`src/design/lafe_pkg.sv`:
```
// constants for the long-address legacy receive frame emitter
// assumes one 100 MHz clock domain and a byte-wide output stream
package lafe_pkg;

    // frame bytes
    localparam logic [7:0]  START_DELIM    = 8'h7e;
    localparam logic [7:0]  FRAME_TYPE     = 8'h80;
    localparam logic [7:0]  CSUM_BASE      = 8'hff;

    // frame is emitted only for this output format and sender setting
    localparam logic [7:0]  FMT_LEGACY     = 8'h02;
    localparam logic [15:0] LONG_ADDR_MARK = 16'hfffe;

    // receive option flags (bit 0 reserved, passed through as given)
    localparam logic [7:0]  OPT_BCAST      = 8'h02;
    localparam logic [7:0]  OPT_ALL_PANS   = 8'h04;

    // frame offsets
    localparam logic [15:0] OFF_DELIM      = 16'h0000;
    localparam logic [15:0] OFF_LEN_HI     = 16'h0001;
    localparam logic [15:0] OFF_LEN_LO     = 16'h0002;
    localparam logic [15:0] OFF_TYPE       = 16'h0003;
    localparam logic [15:0] OFF_ADDR       = 16'h0004;
    localparam logic [15:0] OFF_RSSI       = 16'h000c;
    localparam logic [15:0] OFF_OPTS       = 16'h000d;
    localparam logic [15:0] OFF_DATA       = 16'h000e;

    // length field counts type, address, rssi and options plus payload
    localparam logic [15:0] FIXED_LEN      = 16'h000b;
    localparam logic [2:0]  ADDR_LAST_IDX  = 3'h7;

    // payload buffer
    localparam int          FIFO_WIDTH     = 8;
    localparam int          FIFO_DEPTH     = 32;

    typedef enum logic [3:0] {
        ST_IDLE   = 4'h0,
        ST_DELIM  = 4'h1,
        ST_LEN_HI = 4'h3,
        ST_LEN_LO = 4'h2,
        ST_TYPE   = 4'h6,
        ST_ADDR   = 4'h7,
        ST_RSSI   = 4'h5,
        ST_OPTS   = 4'h4,
        ST_DATA   = 4'hc,
        ST_CSUM   = 4'hd,
        ST_DROP   = 4'h8
    } lafe_state_type;

    // running 8-bit checksum sum, carries dropped
    function automatic logic [7:0] lafe_csum_add(input logic [7:0] sum,
                                                 input logic [7:0] b);
        lafe_csum_add = sum + b;
    endfunction

endpackage

```
`src/design/lafe_emitter.sv`:
```
// payload buffer and frame emitter for long-address legacy receive frames
// assumes the radio side presents one header per packet, then its payload
// bytes, and that the host drains the byte stream with out_ready
`timescale 1ns/1ps

module lafe_fifo #(
    parameter int WIDTH = 8,
    parameter int DEPTH = 32
) (
    input  wire logic             clock,
    input  wire logic             reset,
    input  wire logic             in_valid,
    output      logic             in_ready,
    input  wire logic [WIDTH-1:0] in_data,
    output      logic             out_valid,
    input  wire logic             out_ready,
    output      logic [WIDTH-1:0] out_data
);
    // depth must be a power of two so the pointers wrap by themselves
    localparam int AW = $clog2(DEPTH);
    localparam logic [AW:0] NEAR_FULL = (AW+1)'(DEPTH - 1);

    logic [WIDTH-1:0] mem [DEPTH];
    logic [AW-1:0]    wr_q;
    logic [AW-1:0]    rd_q;
    logic [AW:0]      cnt_q;
    logic             full_q;
    logic             push;
    logic             pop;

    // full lives in its own flop so in_ready comes straight from a register
    assign in_ready  = !full_q;
    assign out_valid = (cnt_q != '0);
    assign out_data  = mem[rd_q];
    assign push      = in_valid && in_ready;
    assign pop       = out_valid && out_ready;

    always_ff @(posedge clock) begin
        if (push) begin
            mem[wr_q] <= in_data;
        end
    end

    always_ff @(posedge clock or posedge reset) begin
        if (reset) begin
            wr_q  <= '0;
            rd_q  <= '0;
            cnt_q <= '0;
            full_q <= 1'b0;
        end else begin
            if (push) begin
                wr_q <= wr_q + 1'b1;
            end
            if (pop) begin
                rd_q <= rd_q + 1'b1;
            end
            if (push && !pop) begin
                cnt_q <= cnt_q + 1'b1;
                full_q <= (cnt_q == NEAR_FULL);
            end else if (pop && !push) begin
                cnt_q <= cnt_q - 1'b1;
                full_q <= 1'b0;
            end
        end
    end
endmodule

// Notes on behaviour
// - emit only when format is 2 and sender short address is 0xfffe
// - byte 0 of every frame is the start delimiter
// - bytes 1-2 give the count of bytes between length and checksum
// - byte 3 carries frame type 0x80
// - bytes 4-11 carry the sender's 64-bit address
// - byte 12 is signal strength magnitude in dBm
// - byte 13 is options: 0x02 broadcast, 0x04 all PANs, combinable
// - payload bytes follow in order from byte 14 up to the checksum
// - checksum is 0xff minus 8-bit sum from byte 3 to last payload
module lafe_emitter
    import lafe_pkg::*;
(
    input  wire logic        clock,
    input  wire logic        reset,
    input  wire logic [7:0]  output_format_select,
    input  wire logic        hdr_valid,
    output      logic        hdr_ready,
    input  wire logic [15:0] hdr_sender_short_addr,
    input  wire logic [63:0] hdr_src_addr,
    input  wire logic [7:0]  hdr_rssi,
    input  wire logic [7:0]  hdr_options,
    input  wire logic [15:0] hdr_payload_len,
    input  wire logic        pay_valid,
    output      logic        pay_ready,
    input  wire logic [7:0]  pay_data,
    output      logic        out_valid,
    input  wire logic        out_ready,
    output      logic [7:0]  out_data,
    output      logic        out_last,
    output      logic        frame_dropped
);
    import lafe_pkg::*;

    lafe_state_type state_q;
    lafe_state_type state_d;
    logic [63:0]    src_q;
    logic [7:0]     rssi_q;
    logic [7:0]     opts_q;
    logic [15:0]    plen_q;
    logic [15:0]    len_q;
    logic [15:0]    cnt_q;
    logic [15:0]    cnt_d;
    logic [7:0]     sum_q;
    logic [7:0]     sum_d;
    logic           hdr_ready_q;
    logic           out_valid_q;
    logic [7:0]     out_data_q;
    logic           out_last_q;
    logic           dropped_q;
    logic           take;
    logic           match;
    logic           adv;
    logic           load;
    logic [7:0]     byte_d;
    logic           last_d;
    logic           fifo_valid;
    logic           fifo_pop;
    logic [7:0]     fifo_data;

    assign hdr_ready     = hdr_ready_q;
    assign out_valid     = out_valid_q;
    assign out_data      = out_data_q;
    assign out_last      = out_last_q;
    assign frame_dropped = dropped_q;

    lafe_fifo #(
        .WIDTH (FIFO_WIDTH),
        .DEPTH (FIFO_DEPTH)
    ) u_fifo (
        .clock     (clock),
        .reset     (reset),
        .in_valid  (pay_valid),
        .in_ready  (pay_ready),
        .in_data   (pay_data),
        .out_valid (fifo_valid),
        .out_ready (fifo_pop),
        .out_data  (fifo_data)
    );

    assign take  = hdr_valid && hdr_ready_q;
    assign match = (output_format_select == FMT_LEGACY) &&
                   (hdr_sender_short_addr == LONG_ADDR_MARK);
    // a held byte may be replaced in the cycle the host takes it
    assign adv   = !out_valid_q || out_ready;

    always_comb begin
        state_d  = state_q;
        cnt_d    = cnt_q;
        sum_d    = sum_q;
        load     = 1'b0;
        byte_d   = out_data_q;
        last_d   = 1'b0;
        fifo_pop = 1'b0;
        case (state_q)
            ST_IDLE: begin
                if (take) begin
                    cnt_d = hdr_payload_len;
                    if (match) begin
                        state_d = ST_DELIM;
                    end else if (hdr_payload_len != '0) begin
                        state_d = ST_DROP;
                    end
                end
            end
            ST_DELIM: begin
                if (adv) begin
                    load    = 1'b1;
                    byte_d  = START_DELIM;
                    state_d = ST_LEN_HI;
                end
            end
            ST_LEN_HI: begin
                if (adv) begin
                    load    = 1'b1;
                    byte_d  = len_q[15:8];
                    state_d = ST_LEN_LO;
                end
            end
            ST_LEN_LO: begin
                if (adv) begin
                    load    = 1'b1;
                    byte_d  = len_q[7:0];
                    sum_d   = '0;
                    state_d = ST_TYPE;
                end
            end
            ST_TYPE: begin
                if (adv) begin
                    load    = 1'b1;
                    byte_d  = FRAME_TYPE;
                    cnt_d   = '0;
                    state_d = ST_ADDR;
                end
            end
            ST_ADDR: begin
                if (adv) begin
                    load   = 1'b1;
                    byte_d = src_q[{~cnt_q[2:0], 3'h0} +: 8];
                    cnt_d  = cnt_q + 16'h0001;
                    if (cnt_q[2:0] == ADDR_LAST_IDX) begin
                        state_d = ST_RSSI;
                    end
                end
            end
            ST_RSSI: begin
                if (adv) begin
                    load    = 1'b1;
                    byte_d  = rssi_q;
                    state_d = ST_OPTS;
                end
            end
            ST_OPTS: begin
                if (adv) begin
                    load    = 1'b1;
                    byte_d  = opts_q;
                    cnt_d   = plen_q;
                    state_d = (plen_q == '0) ? ST_CSUM : ST_DATA;
                end
            end
            ST_DATA: begin
                if (adv && fifo_valid) begin
                    load     = 1'b1;
                    byte_d   = fifo_data;
                    fifo_pop = 1'b1;
                    cnt_d    = cnt_q - 16'h0001;
                    if (cnt_q == 16'h0001) begin
                        state_d = ST_CSUM;
                    end
                end
            end
            ST_CSUM: begin
                if (adv) begin
                    load    = 1'b1;
                    byte_d  = CSUM_BASE - sum_q;
                    last_d  = 1'b1;
                    state_d = ST_IDLE;
                end
            end
            ST_DROP: begin
                // unmatched packets still drain their payload
                if (fifo_valid) begin
                    fifo_pop = 1'b1;
                    cnt_d    = cnt_q - 16'h0001;
                    if (cnt_q == 16'h0001) begin
                        state_d = ST_IDLE;
                    end
                end
            end
            default: begin
                state_d = ST_IDLE;
            end
        endcase
        if (load && (state_q inside {ST_TYPE, ST_ADDR, ST_RSSI,
                                     ST_OPTS, ST_DATA})) begin
            sum_d = lafe_csum_add(sum_q, byte_d);
        end
    end

    always_ff @(posedge clock or posedge reset) begin
        if (reset) begin
            state_q <= ST_IDLE;
            cnt_q   <= '0;
            sum_q   <= '0;
        end else begin
            state_q <= state_d;
            cnt_q   <= cnt_d;
            sum_q   <= sum_d;
        end
    end

    // header fields are held for the whole frame
    always_ff @(posedge clock or posedge reset) begin
        if (reset) begin
            src_q  <= '0;
            rssi_q <= '0;
            opts_q <= '0;
            plen_q <= '0;
            len_q  <= '0;
        end else if (take) begin
            src_q  <= hdr_src_addr;
            rssi_q <= hdr_rssi;
            opts_q <= hdr_options;
            plen_q <= hdr_payload_len;
            len_q  <= FIXED_LEN + hdr_payload_len;
        end
    end

    // header taken only once idle and the checksum has left
    always_ff @(posedge clock or posedge reset) begin
        if (reset) begin
            hdr_ready_q <= 1'b0;
        end else begin
            hdr_ready_q <= (state_q == ST_IDLE) && !out_valid_q && !take;
        end
    end

    // byte strobe held until the host accepts it
    always_ff @(posedge clock or posedge reset) begin
        if (reset) begin
            out_valid_q <= 1'b0;
            out_data_q  <= '0;
            out_last_q  <= 1'b0;
        end else if (load) begin
            out_valid_q <= 1'b1;
            out_data_q  <= byte_d;
            out_last_q  <= last_d;
        end else if (out_ready) begin
            out_valid_q <= 1'b0;
            out_last_q  <= 1'b0;
        end
    end

    always_ff @(posedge clock or posedge reset) begin
        if (reset) begin
            dropped_q <= 1'b0;
        end else begin
            dropped_q <= take && !match;
        end
    end

    // checker helpers: offset, length and sum of bytes the host has taken
    logic [15:0] chk_off_q;
    logic [15:0] chk_len_q;
    logic [7:0]  chk_sum_q;
    logic        acc;

    assign acc = out_valid_q && out_ready;

    always_ff @(posedge clock or posedge reset) begin
        if (reset) begin
            chk_off_q <= '0;
            chk_len_q <= '0;
            chk_sum_q <= '0;
        end else if (acc) begin
            chk_off_q <= out_last_q ? '0 : chk_off_q + 16'h0001;
            if (chk_off_q == OFF_LEN_HI) begin
                chk_len_q[15:8] <= out_data_q;
            end
            if (chk_off_q == OFF_LEN_LO) begin
                chk_len_q[7:0] <= out_data_q;
            end
            if (out_last_q) begin
                chk_sum_q <= '0;
            end else if (chk_off_q >= OFF_TYPE) begin
                chk_sum_q <= lafe_csum_add(chk_sum_q, out_data_q);
            end
        end
    end

    a_unmatched_silent: assert property (
        @(posedge clock) disable iff (reset)
        take && !match |=> !out_valid_q && dropped_q)
        else $error("unmatched packet produced output");

    a_delim_first: assert property (
        @(posedge clock) disable iff (reset)
        out_valid_q && chk_off_q == OFF_DELIM |-> out_data_q == START_DELIM)
        else $error("first byte is not the delimiter");

    a_length_total: assert property (
        @(posedge clock) disable iff (reset)
        out_valid_q && out_last_q |-> chk_off_q == chk_len_q + OFF_TYPE)
        else $error("length field disagrees with frame size");

    a_type_code: assert property (
        @(posedge clock) disable iff (reset)
        out_valid_q && chk_off_q == OFF_TYPE |-> out_data_q == FRAME_TYPE)
        else $error("wrong frame type byte");

    a_addr_msb: assert property (
        @(posedge clock) disable iff (reset)
        out_valid_q && chk_off_q == OFF_ADDR |-> out_data_q == src_q[63:56])
        else $error("address not sent top byte first");

    a_rssi_byte: assert property (
        @(posedge clock) disable iff (reset)
        out_valid_q && chk_off_q == OFF_RSSI |-> out_data_q == rssi_q)
        else $error("rssi byte misplaced");

    a_opts_byte: assert property (
        @(posedge clock) disable iff (reset)
        out_valid_q && chk_off_q == OFF_OPTS |-> out_data_q == opts_q)
        else $error("options byte misplaced");

    a_checksum: assert property (
        @(posedge clock) disable iff (reset)
        out_valid_q && out_last_q |-> out_data_q == CSUM_BASE - chk_sum_q)
        else $error("checksum byte wrong");

    a_byte_held: assert property (
        @(posedge clock) disable iff (reset)
        out_valid_q && !out_ready |=> out_valid_q && $stable(out_data_q))
        else $error("byte changed before the host took it");

    a_no_overlap: assert property (
        @(posedge clock) disable iff (reset)
        hdr_ready_q |-> !out_valid_q && state_q == ST_IDLE)
        else $error("header accepted while a frame is in flight");
endmodule

```
`config.mk`:
```
export PLATFORM = sky130hd
export DESIGN_NAME = lafe_emitter
export DESIGN_NICKNAME = d
export VERILOG_FILES = /design/src/design/lafe_pkg.sv /design/src/design/lafe_emitter.sv
export SDC_FILE = /design/constraint.sdc
export NUM_CORES = 1
export LEC_CHECK = 0
export BUFFER_PORTS_ARGS = -buffer_cell sky130_fd_sc_hd__buf_2
export CAP_MARGIN = 20
export CORE_AREA = 2 2 203 205
export CTS_CLUSTER_DIAMETER = 200
export DETAILED_ROUTE_END_ITERATION = 12
export DIE_AREA = 0 0 205 207
export GPL_ROUTABILITY_DRIVEN = 0
export PLACE_DENSITY = 0.78
export RECOVER_POWER = 50
export SYNTH_ARGS = -nofsm -noshare
export SYNTH_HDL_FRONTEND = slang
export SYNTH_HIERARCHICAL = 1
export SYNTH_SLANG_ARGS = --single-unit
```
`constraint.sdc`:
```
create_clock -name clock -period 6 [get_ports clock]
set_input_delay 0.3 -clock clock [delete_from_list [all_inputs] [get_ports clock]]
set_output_delay 0.3 -clock clock [all_outputs]
set_load 0.02 [all_outputs]
```
==> results.ini, run 1 <==
[status]
run_status=finished with violations
failed_checks=capacitance limit, slew limit

[setup_path]
worst_r2r_path_depth=3
type_of_origin_of_the_critical_path=flip-flop
worstSetupPathType=flip-flop to flip-flop
endpoint_class_of_the_critical_path=flip-flop
worst-path-max-fanout=98
worst-endpoint-arrival_ps=5470
worst-endpoint-required_ps=6500

[die]
floorplan.core_area_sq_um=40400
fp.dieH_um=207
pin_count=146
row_count=74
die_width_um=205
initial_util_pct=48.3
dieArea_sq_um=42400

[grt]
globalRouteOverflowTotal=0
antenna_violations_before_repair=2
grt_first_pass_wirelength_um=81900
via_count_of_the_first_global_routing_pass=14300
grt_max_degree=99
grt_use_total_pct=25.2

[sta]
worst_clock_skew_ps=49.3
tightestPinTransition_ps=5130
final.min_clock_period_ps=4970
max_freq_ghz=0.201
maxSlewViolCount=491
setup_repair_after_global_routing_missed_its_margin=false
timing.final.crit_share_pct=82.8
report.final.setup_viol=0
setup_slack_ps=1030
hold_violation_total_from_the_final_report=0
worst_slew_margin_rel_pct=-242
timing.setup.tns_ps=0

[logic_synthesis]
yosys.area_share.adder_pct=1.68
synth_compound_area_share_pct=8.98
synth.net_count=1750
ys_seq_area_share_pct=61.1
synth-xor-area-share_pct=1.75
yosys.area_share.simple_pct=13.4
synth_enable_flop_cells=256
main_combinational_cell_family_by_area_after_synthesis=simple AND/OR/NAND/NOR gates
synthDominantAreaCellType=sky130_fd_sc_hd__edfxtp_1
yosys.area.top_type_share_pct=39.4
syn_avg_cell_area_sq_um=12.2
synth.lib_cells_used.distinct=77
synth.area.top_cells=sky130_fd_sc_hd__edfxtp_1 39%, sky130_fd_sc_hd__dfrtp_1 22%, sky130_fd_sc_hd__nand2_1 7.4%, sky130_fd_sc_hd__mux4_2 6.5%, sky130_fd_sc_hd__mux2i_1 2.1%
postSynth.asyncResetShare_pct=39.8
synth_area_sq_um=19500
post_synthesis_cells=1592
synth.area.mux_share_pct=10.0
yosysWarningCount=6
synth_seq_cells=425
synth_ff_type=sky130_fd_sc_hd__edfxtp_1

[placed_design]
detailedPlacementHpwl_um=31900
dp.cells=2195
detailedPlace.worstSlack_ps=1240
buffer_ports.inserted=145

[cts]
clk_transition_reported_paths_ps=60
cts_root_buf=sky130_fd_sc_hd__clkbuf_16
cts_setup_buffers=0
clock_tree_from_tritoncts=yes
cts_max_path_buffers=3
h-tree-depth=2
cts-resized-gates=0
clock_sink_count=425
tritoncts.num_buffers=45
clk_latency_ps=620

[power]
power.density_nw_per_um2=495
p_sw_mw=4.29
switching_share_pct=37.7
p_leak_nw=9.10
cellInternalPower_mw=7.09
power_frac_seq_pct=39.6
power_mw=11.4
clock_power_share_pct=24.7
logic_gate_share_of_total_power_pct=35.7
vdd_ir_drop_max_mv=0.270

[routing]
drt-initial-drc-count=1762
number_of_vias_in_the_routed_layout=14400
drt_wirelength_um=53200
routed_wire_length_per_instance_um=22.4
vias_per_cell=6.07
drt-pass1-iter-count=9
drcViolationCount=0
ant_nets=0

[layout]
post_layout_nonfiller_instances=2375
finalCoreUtilization_pct=56.9
design.final.nets=1963
area_delta_synth_final_pct=17.8
drive_above_1_share_pct=15.9

[job]
cap_violations=9

[worst_hold_path]
min_path_type=input pin to flip-flop
min_delay_path_depth=3

-- state kept, by name (all words and copies together), names as in the netlist --
signal,count
cnt_q,16
frame_dropped,1
hdr_ready,1
len_q,16
opts_q,8
out_data,8
out_last,1
out_valid,1
plen_q,16
rssi_q,8
src_q,64
state_q,4
sum_q,8
u_fifo/cnt_q,6
u_fifo/full_q,1
u_fifo/mem,256
u_fifo/rd_q,5
u_fifo/wr_q,5
-- layout by cell type (no fill, tap or decap), types with 10 or more instances in the layout --
cell type,instances
sky130_fd_sc_hd__nor2_1,95
sky130_fd_sc_hd__buf_2,123
sky130_fd_sc_hd__mux2i_1,41
sky130_fd_sc_hd__edfxtp_1,256
sky130_fd_sc_hd__nand2_1,384
sky130_fd_sc_hd__xor2_1,20
sky130_fd_sc_hd__inv_1,26
sky130_fd_sc_hd__nand3_1,26
sky130_fd_sc_hd__a22oi_1,19
sky130_fd_sc_hd__nor4_1,12
sky130_fd_sc_hd__a31oi_1,11
sky130_fd_sc_hd__clkbuf_1,32
sky130_fd_sc_hd__dfrtp_1,168
sky130_fd_sc_hd__clkbuf_16,46
sky130_fd_sc_hd__o22ai_1,11
sky130_fd_sc_hd__ha_1,23
sky130_fd_sc_hd__a22o_1,10
sky130_fd_sc_hd__nor3_1,18
sky130_fd_sc_hd__clkinv_2,10
sky130_fd_sc_hd__mux4_2,56
sky130_fd_sc_hd__a21oi_1,62
sky130_fd_sc_hd__buf_4,17
sky130_fd_sc_hd__o21ai_0,74
sky130_fd_sc_hd__nor2b_1,11
sky130_fd_sc_hd__xnor2_1,19
sky130_fd_sc_hd__o221ai_1,12
sky130_fd_sc_hd__dlygate4sd3_1,95
-- per-layer routing --
layer,vias to the layer above,track usage [%],share of wire [%]
met5,-,0,0.024
met4,2,11.3,4.4
met3,190,4.99,8.8
met2,884,39.7,48
met1,7091,34.1,39
li1,6260,-,-
-- per-stage QoR --
| stage | area [sq um] | hold WS (ps) |
|---|---|---|
| final | 23000 | 46.7 |
| after global routing | 23000 | 58.5 |
| after CTS | 23000 | 29.6 |
| after detailed placement | 20600 | 462 |
| after global placement | 20600 | 453 |
| after floorplan | 19500 | 226 |
-- cell type report --
| cell class | count | area [sq um] |
|---|---|---|
| Sequential cell | 425 | 11900 |
| Multi-Input combinational cell | 1047 | 6990 |
| Fill cell | 3096 | 17400 |
| Tap cell | 532 | 666 |
| Clock buffer | 57 | 1210 |
| Clock inverter | 27 | 287 |
| Inverter | 27 | 103 |
| Antenna cell | 1 | 2.50 |
| Timing Repair Buffer | 259 | 1790 |
-- Yosys cell counts, types with 5 or more instances --
master and n:
sky130_fd_sc_hd__o32ai_1 5, sky130_fd_sc_hd__a21oi_1 62, sky130_fd_sc_hd__ha_1 23, sky130_fd_sc_hd__buf_2 27, sky130_fd_sc_hd__o22ai_1 11, sky130_fd_sc_hd__mux4_1 8, sky130_fd_sc_hd__buf_6 6, sky130_fd_sc_hd__nand2_1 385
sky130_fd_sc_hd__inv_1 27, sky130_fd_sc_hd__a221o_1 5, sky130_fd_sc_hd__mux2i_1 41, sky130_fd_sc_hd__nor3_1 18, sky130_fd_sc_hd__nand4_1 9, sky130_fd_sc_hd__o21ai_1 8, sky130_fd_sc_hd__a22o_1 10, sky130_fd_sc_hd__clkbuf_1 44
sky130_fd_sc_hd__o221ai_1 12, sky130_fd_sc_hd__nor2_1 95, sky130_fd_sc_hd__dfrtp_1 169, sky130_fd_sc_hd__nand2b_1 8, sky130_fd_sc_hd__mux4_2 56, sky130_fd_sc_hd__edfxtp_1 256, sky130_fd_sc_hd__and3_1 8, sky130_fd_sc_hd__a31oi_1 11
sky130_fd_sc_hd__nor4_1 12, sky130_fd_sc_hd__xor2_1 20, sky130_fd_sc_hd__o2bb2ai_1 5, sky130_fd_sc_hd__xnor2_1 19, sky130_fd_sc_hd__buf_4 8, sky130_fd_sc_hd__nand3b_1 5, sky130_fd_sc_hd__nor2b_1 11, sky130_fd_sc_hd__a221oi_1 7
sky130_fd_sc_hd__nand3_1 26, sky130_fd_sc_hd__mux2_2 5, sky130_fd_sc_hd__a22oi_1 19, sky130_fd_sc_hd__o21ai_0 74
-- worst max-delay path: stages (launching register included) --
cell                      delay, ps
sky130_fd_sc_hd__dfrtp_1        440
sky130_fd_sc_hd__and2_0        3670
sky130_fd_sc_hd__nand2_1        520
sky130_fd_sc_hd__nand2_1        200
-- path summary, 6_finish.rpt --
check | slack (ps) | endpoint | from
worst min-delay path | 50 | rssi_q[4] | hdr_rssi[4]
min in group asynchronous | 430 | u_fifo/rd_q[2] | reset
worst min register to register | 480 | src_q[51] | src_q[51]
worst max register to register | 1030 | rssi_q[4] | hdr_ready
worst max-delay path | 1030 | rssi_q[4] | hdr_ready
max in group asynchronous | 1570 | hdr_ready | reset
-- what timing repair did --
action | in CTS | in global routing
hold endpoints to repair | 206 | 0
endpoints found under the setup margin | 0 | 0
hold buffers | 95 | 0
-- cell families after synthesis --
| family | Yosys count |
|---|---|
| and+or+nand+nor | 604 |
| adders and majority gates | 25 |
| xor gates and xnor gates | 39 |
| DFF | 425 |
| buffers and inverters | 120 |
| AOI/OAI and AO/OA | 268 |
| muxes | 111 |
-- power groups by stage --
stage / Sequential, mW / Combinational, mW / Clock [mW]
global placement: 4.45 / 3.76 / 0
floorplan: 4.14 / 3.16 / 0
detailed placement: 4.49 / 3.88 / 0
CTS: 4.44 / 3.96 / 2.82
finish: 4.51 / 4.06 / 2.81
global route: 4.57 / 4.42 / 2.96
No activity file was read; power rests on OpenSTA's default activity.
==> inputs of run 2 (changes only) <==
--- a/config.mk
+++ b/config.mk
@@ -12,7 +12,7 @@
 export DETAILED_ROUTE_END_ITERATION = 12
 export DIE_AREA = 0 0 205 207
 export GPL_ROUTABILITY_DRIVEN = 0
-export PLACE_DENSITY = 0.78
+export PLACE_DENSITY = 0.8
 export RECOVER_POWER = 50
 export SYNTH_ARGS = -nofsm -noshare
 export SYNTH_HDL_FRONTEND = slang
==> constraint.sdc (replaced) <==
create_clock -name clock -period 4.2 [get_ports clock]
set_input_delay 0.21 -clock clock [delete_from_list [all_inputs] [get_ports clock]]
set_output_delay 0.21 -clock clock [all_outputs]
set_load 0.02 [all_outputs]
==> results.ini, run 2 (same netlist as run 1, synthesis figures left out) <==
[placed_design]
buffer_ports.inserted=145  ; unchanged
detailedPlacementHpwl_um=32200  ; +0.94%
detailedPlace.worstSlack_ps=-26.1  ; -1270 ps

[grt]
grt_max_degree=153  ; +55%
via_count_of_the_first_global_routing_pass=14400  ; +1.0%
grt_first_pass_wirelength_um=81500  ; -0.47%
globalRouteOverflowTotal=0  ; unchanged
antenna_violations_before_repair=4  ; +2
grt_use_total_pct=24.8  ; -0.44 points

[setup_path]
type_of_origin_of_the_critical_path=flip-flop
timing.critical_path.slowest_cell_delay_ps=570  ; -3100 ps
worst-endpoint-arrival_ps=4500  ; -970 ps
worst-path-max-fanout=7  ; -93%
cp_cell_sequence=mux4_1 > a22o_1 > a2111oi_2 > a21oi_1 > nand3_1 > a21oi_1 > nor4_2 > a21oi_1 > ha_1 > a21oi_1 > o211ai_1 > o21ai_1 > nand2b_1 > a21oi_1 > xor2_1 > a21oi_1 > o22ai_1
worst-endpoint-required_ps=4690  ; -1810 ps
endpoint_class_of_the_critical_path=flip-flop
worstSetupPathType=flip-flop to flip-flop
path_common_cell=sky130_fd_sc_hd__a21oi_1
cpMaxStageDelayCell=sky130_fd_sc_hd__mux4_1

[routing]
drt-initial-drc-count=2093  ; +19%
drt-pass1-iter-count=8  ; -1
vias_per_cell=6.11  ; +0.65%
number_of_vias_in_the_routed_layout=14700  ; +1.6%
drt_wirelength_um=53100  ; -0.17%
drcViolationCount=0  ; unchanged
ant_nets=0  ; unchanged
routed_wire_length_per_instance_um=22.1  ; -1.1%

[sta]
hold_violation_total_from_the_final_report=0  ; unchanged
timing.final.crit_share_pct=95.4  ; +13 points
worst_clock_skew_ps=18.0  ; -31.3 ps
worst_slew_margin_rel_pct=-40.7  ; +200 points
setup_slack_ps=193  ; -837 ps
tightestPinTransition_ps=2110  ; -3020 ps
timing.setup.tns_ps=0  ; unchanged
maxSlewViolCount=251  ; -49%
report.final.setup_viol=0  ; unchanged
max_freq_ghz=0.250  ; +24%
setup_repair_after_global_routing_missed_its_margin=false
final.min_clock_period_ps=4010  ; -963 ps
finalHoldWorstSlack_ps=16.6  ; -30.0 ps

[die]
die_width_um=205  ; unchanged
pin_count=146  ; unchanged
dieArea_sq_um=42400  ; unchanged
fp.dieH_um=207  ; unchanged
initial_util_pct=48.3  ; unchanged
row_count=74  ; unchanged
floorplan.core_area_sq_um=40400  ; unchanged

[layout]
drive_above_1_share_pct=17.5  ; +1.6 points
finalCoreUtilization_pct=57.4  ; +0.53 points
layout.cells.most_common_list=384 x sky130_fd_sc_hd__nand2_1, 256 x sky130_fd_sc_hd__edfxtp_1, 167 x sky130_fd_sc_hd__dfrtp_1
final.fill_count=3042  ; -1.7%
mostFrequentLayoutCell=sky130_fd_sc_hd__nand2_1
reg.largest.list=u_fifo/mem (256), src_q (64)
regArea_sq_um=11900  ; about the same
regMostFlops=u_fifo/mem
multi_input_comb_area_sq_um=7020  ; +0.41%
area_delta_synth_final_pct=18.9
design.final.nets=1988  ; +1.3%
largest_register_ff_count=256  ; unchanged

[status]
failed_checks=capacitance limit, slew limit
run_status=finished with violations

[job]
cap_violations=5  ; -4

[worst_hold_path]
min_path_type=input pin to flip-flop

[cts]
cts_max_path_buffers=3  ; unchanged
clock_tree_from_tritoncts=yes
clock_sink_count=425  ; unchanged
clk_latency_ps=570  ; -50 ps
tritoncts.num_buffers=44  ; -2.2%
cts_root_buf=sky130_fd_sc_hd__clkbuf_16
h-tree-depth=2  ; unchanged
clk_transition_reported_paths_ps=60  ; about the same

[power]
power.density_nw_per_um2=705  ; +42%
p_leak_nw=9.24  ; +1.5%
vdd_ir_drop_max_mv=0.378  ; +40%

## run 2: cell types whose count changed in the layout (fill, tap and decap cells not counted), moves of 3 or more
| cell | delta |
|---|---|
| sky130_fd_sc_hd__buf_2 | +7 |
| sky130_fd_sc_hd__buf_4 | +19 |
| sky130_fd_sc_hd__a2111oi_2 | +3 |
| sky130_fd_sc_hd__buf_12 | +3 |
| sky130_fd_sc_hd__dlygate4sd3_1 | +3 |
| sky130_fd_sc_hd__a2111oi_1 | -3 |
| sky130_fd_sc_hd__clkbuf_1 | -9 |
## run 2: path summary, 6_finish.rpt
path	from	end	slack [ps]	depth (start not counted)
worst min register to register	src_q[3]	src_q[3]	480	2
worst max register to register	u_fifo/rd_q[0]	sum_q[7]	190	17
max in group asynchronous	reset	cnt_q[0]	1750	4
min in group asynchronous	reset	u_fifo/cnt_q[2]	390	3
worst max-delay path	u_fifo/rd_q[0]	sum_q[7]	190	17
worst min-delay path	hdr_payload_len[1]	plen_q[1]	20	3
## run 2: cell type report
| type | instances | share of cell area (%) |
|---|---|---|
| clock buffers | 53 | 4.94 |
| flip-flops and latches | 425 | 51.4 |
| diodes | 3 | 0.0324 |
| clock inverters | 26 | 1.16 |
| inverters | 27 | 0.453 |
| multi-input cells | 1047 | 30.3 |
| well taps | 532 | 2.87 |
| repair buffers | 285 | 8.83 |
## run 2: worst max-delay path: cells and delay by family, from the launching register on
kind            cells  cell delay [ps]
fa+ha+maj           1              290
xor+xnor            1              210
simple gates        3              460
flops               1              490
compound gates     11             1910
mux                 1              570
## run 2: routing by layer
| metal | part of all wire, % | global-route usage (%) | wire length, um |
|---|---|---|---|
| met3 | 8.7 | 4.48 | 4630 |
| met4 | 4.8 | 11.1 | 2570 |
| met1 | 38 | 33.4 | 20300 |
| met5 | 0.019 | 0 | 10 |
| met2 | 48 | 39.5 | 25500 |
## run 2: metrics by stage
stage | instance area [sq um] | instances | power (mW)
4_1_cts | 23100 | 2392 | 16.1
3_3_place_gp | 20700 | 2215 | 11.9
6_report | 23200 | 2398 | 16.4
5_1_grt | 23200 | 2398 | 17.1
3_5_place_dp | 20700 | 2215 | 12.2
2_1_floorplan | 19500 | 1592 | 10.4
## run 2: repair_timing
| item | 4_1_cts | 5_1_grt |
|---|---|---|
| gates cloned | 0 | 0 |
| setup endpoints to repair | 1 | 3 |
| hold buffers | 98 | 0 |
| endpoints found under the hold margin | 263 | 0 |
| resized for setup | 1 | 9 |
| setup buffers | 0 | 2 |
## run 2: power breakdown
| group | switching, mW | internal (mW) |
|---|---|---|
| clock network | 1.66 | 2.15 |
| registers | 0.935 | 5.40 |
| logic | 3.55 | 2.65 |
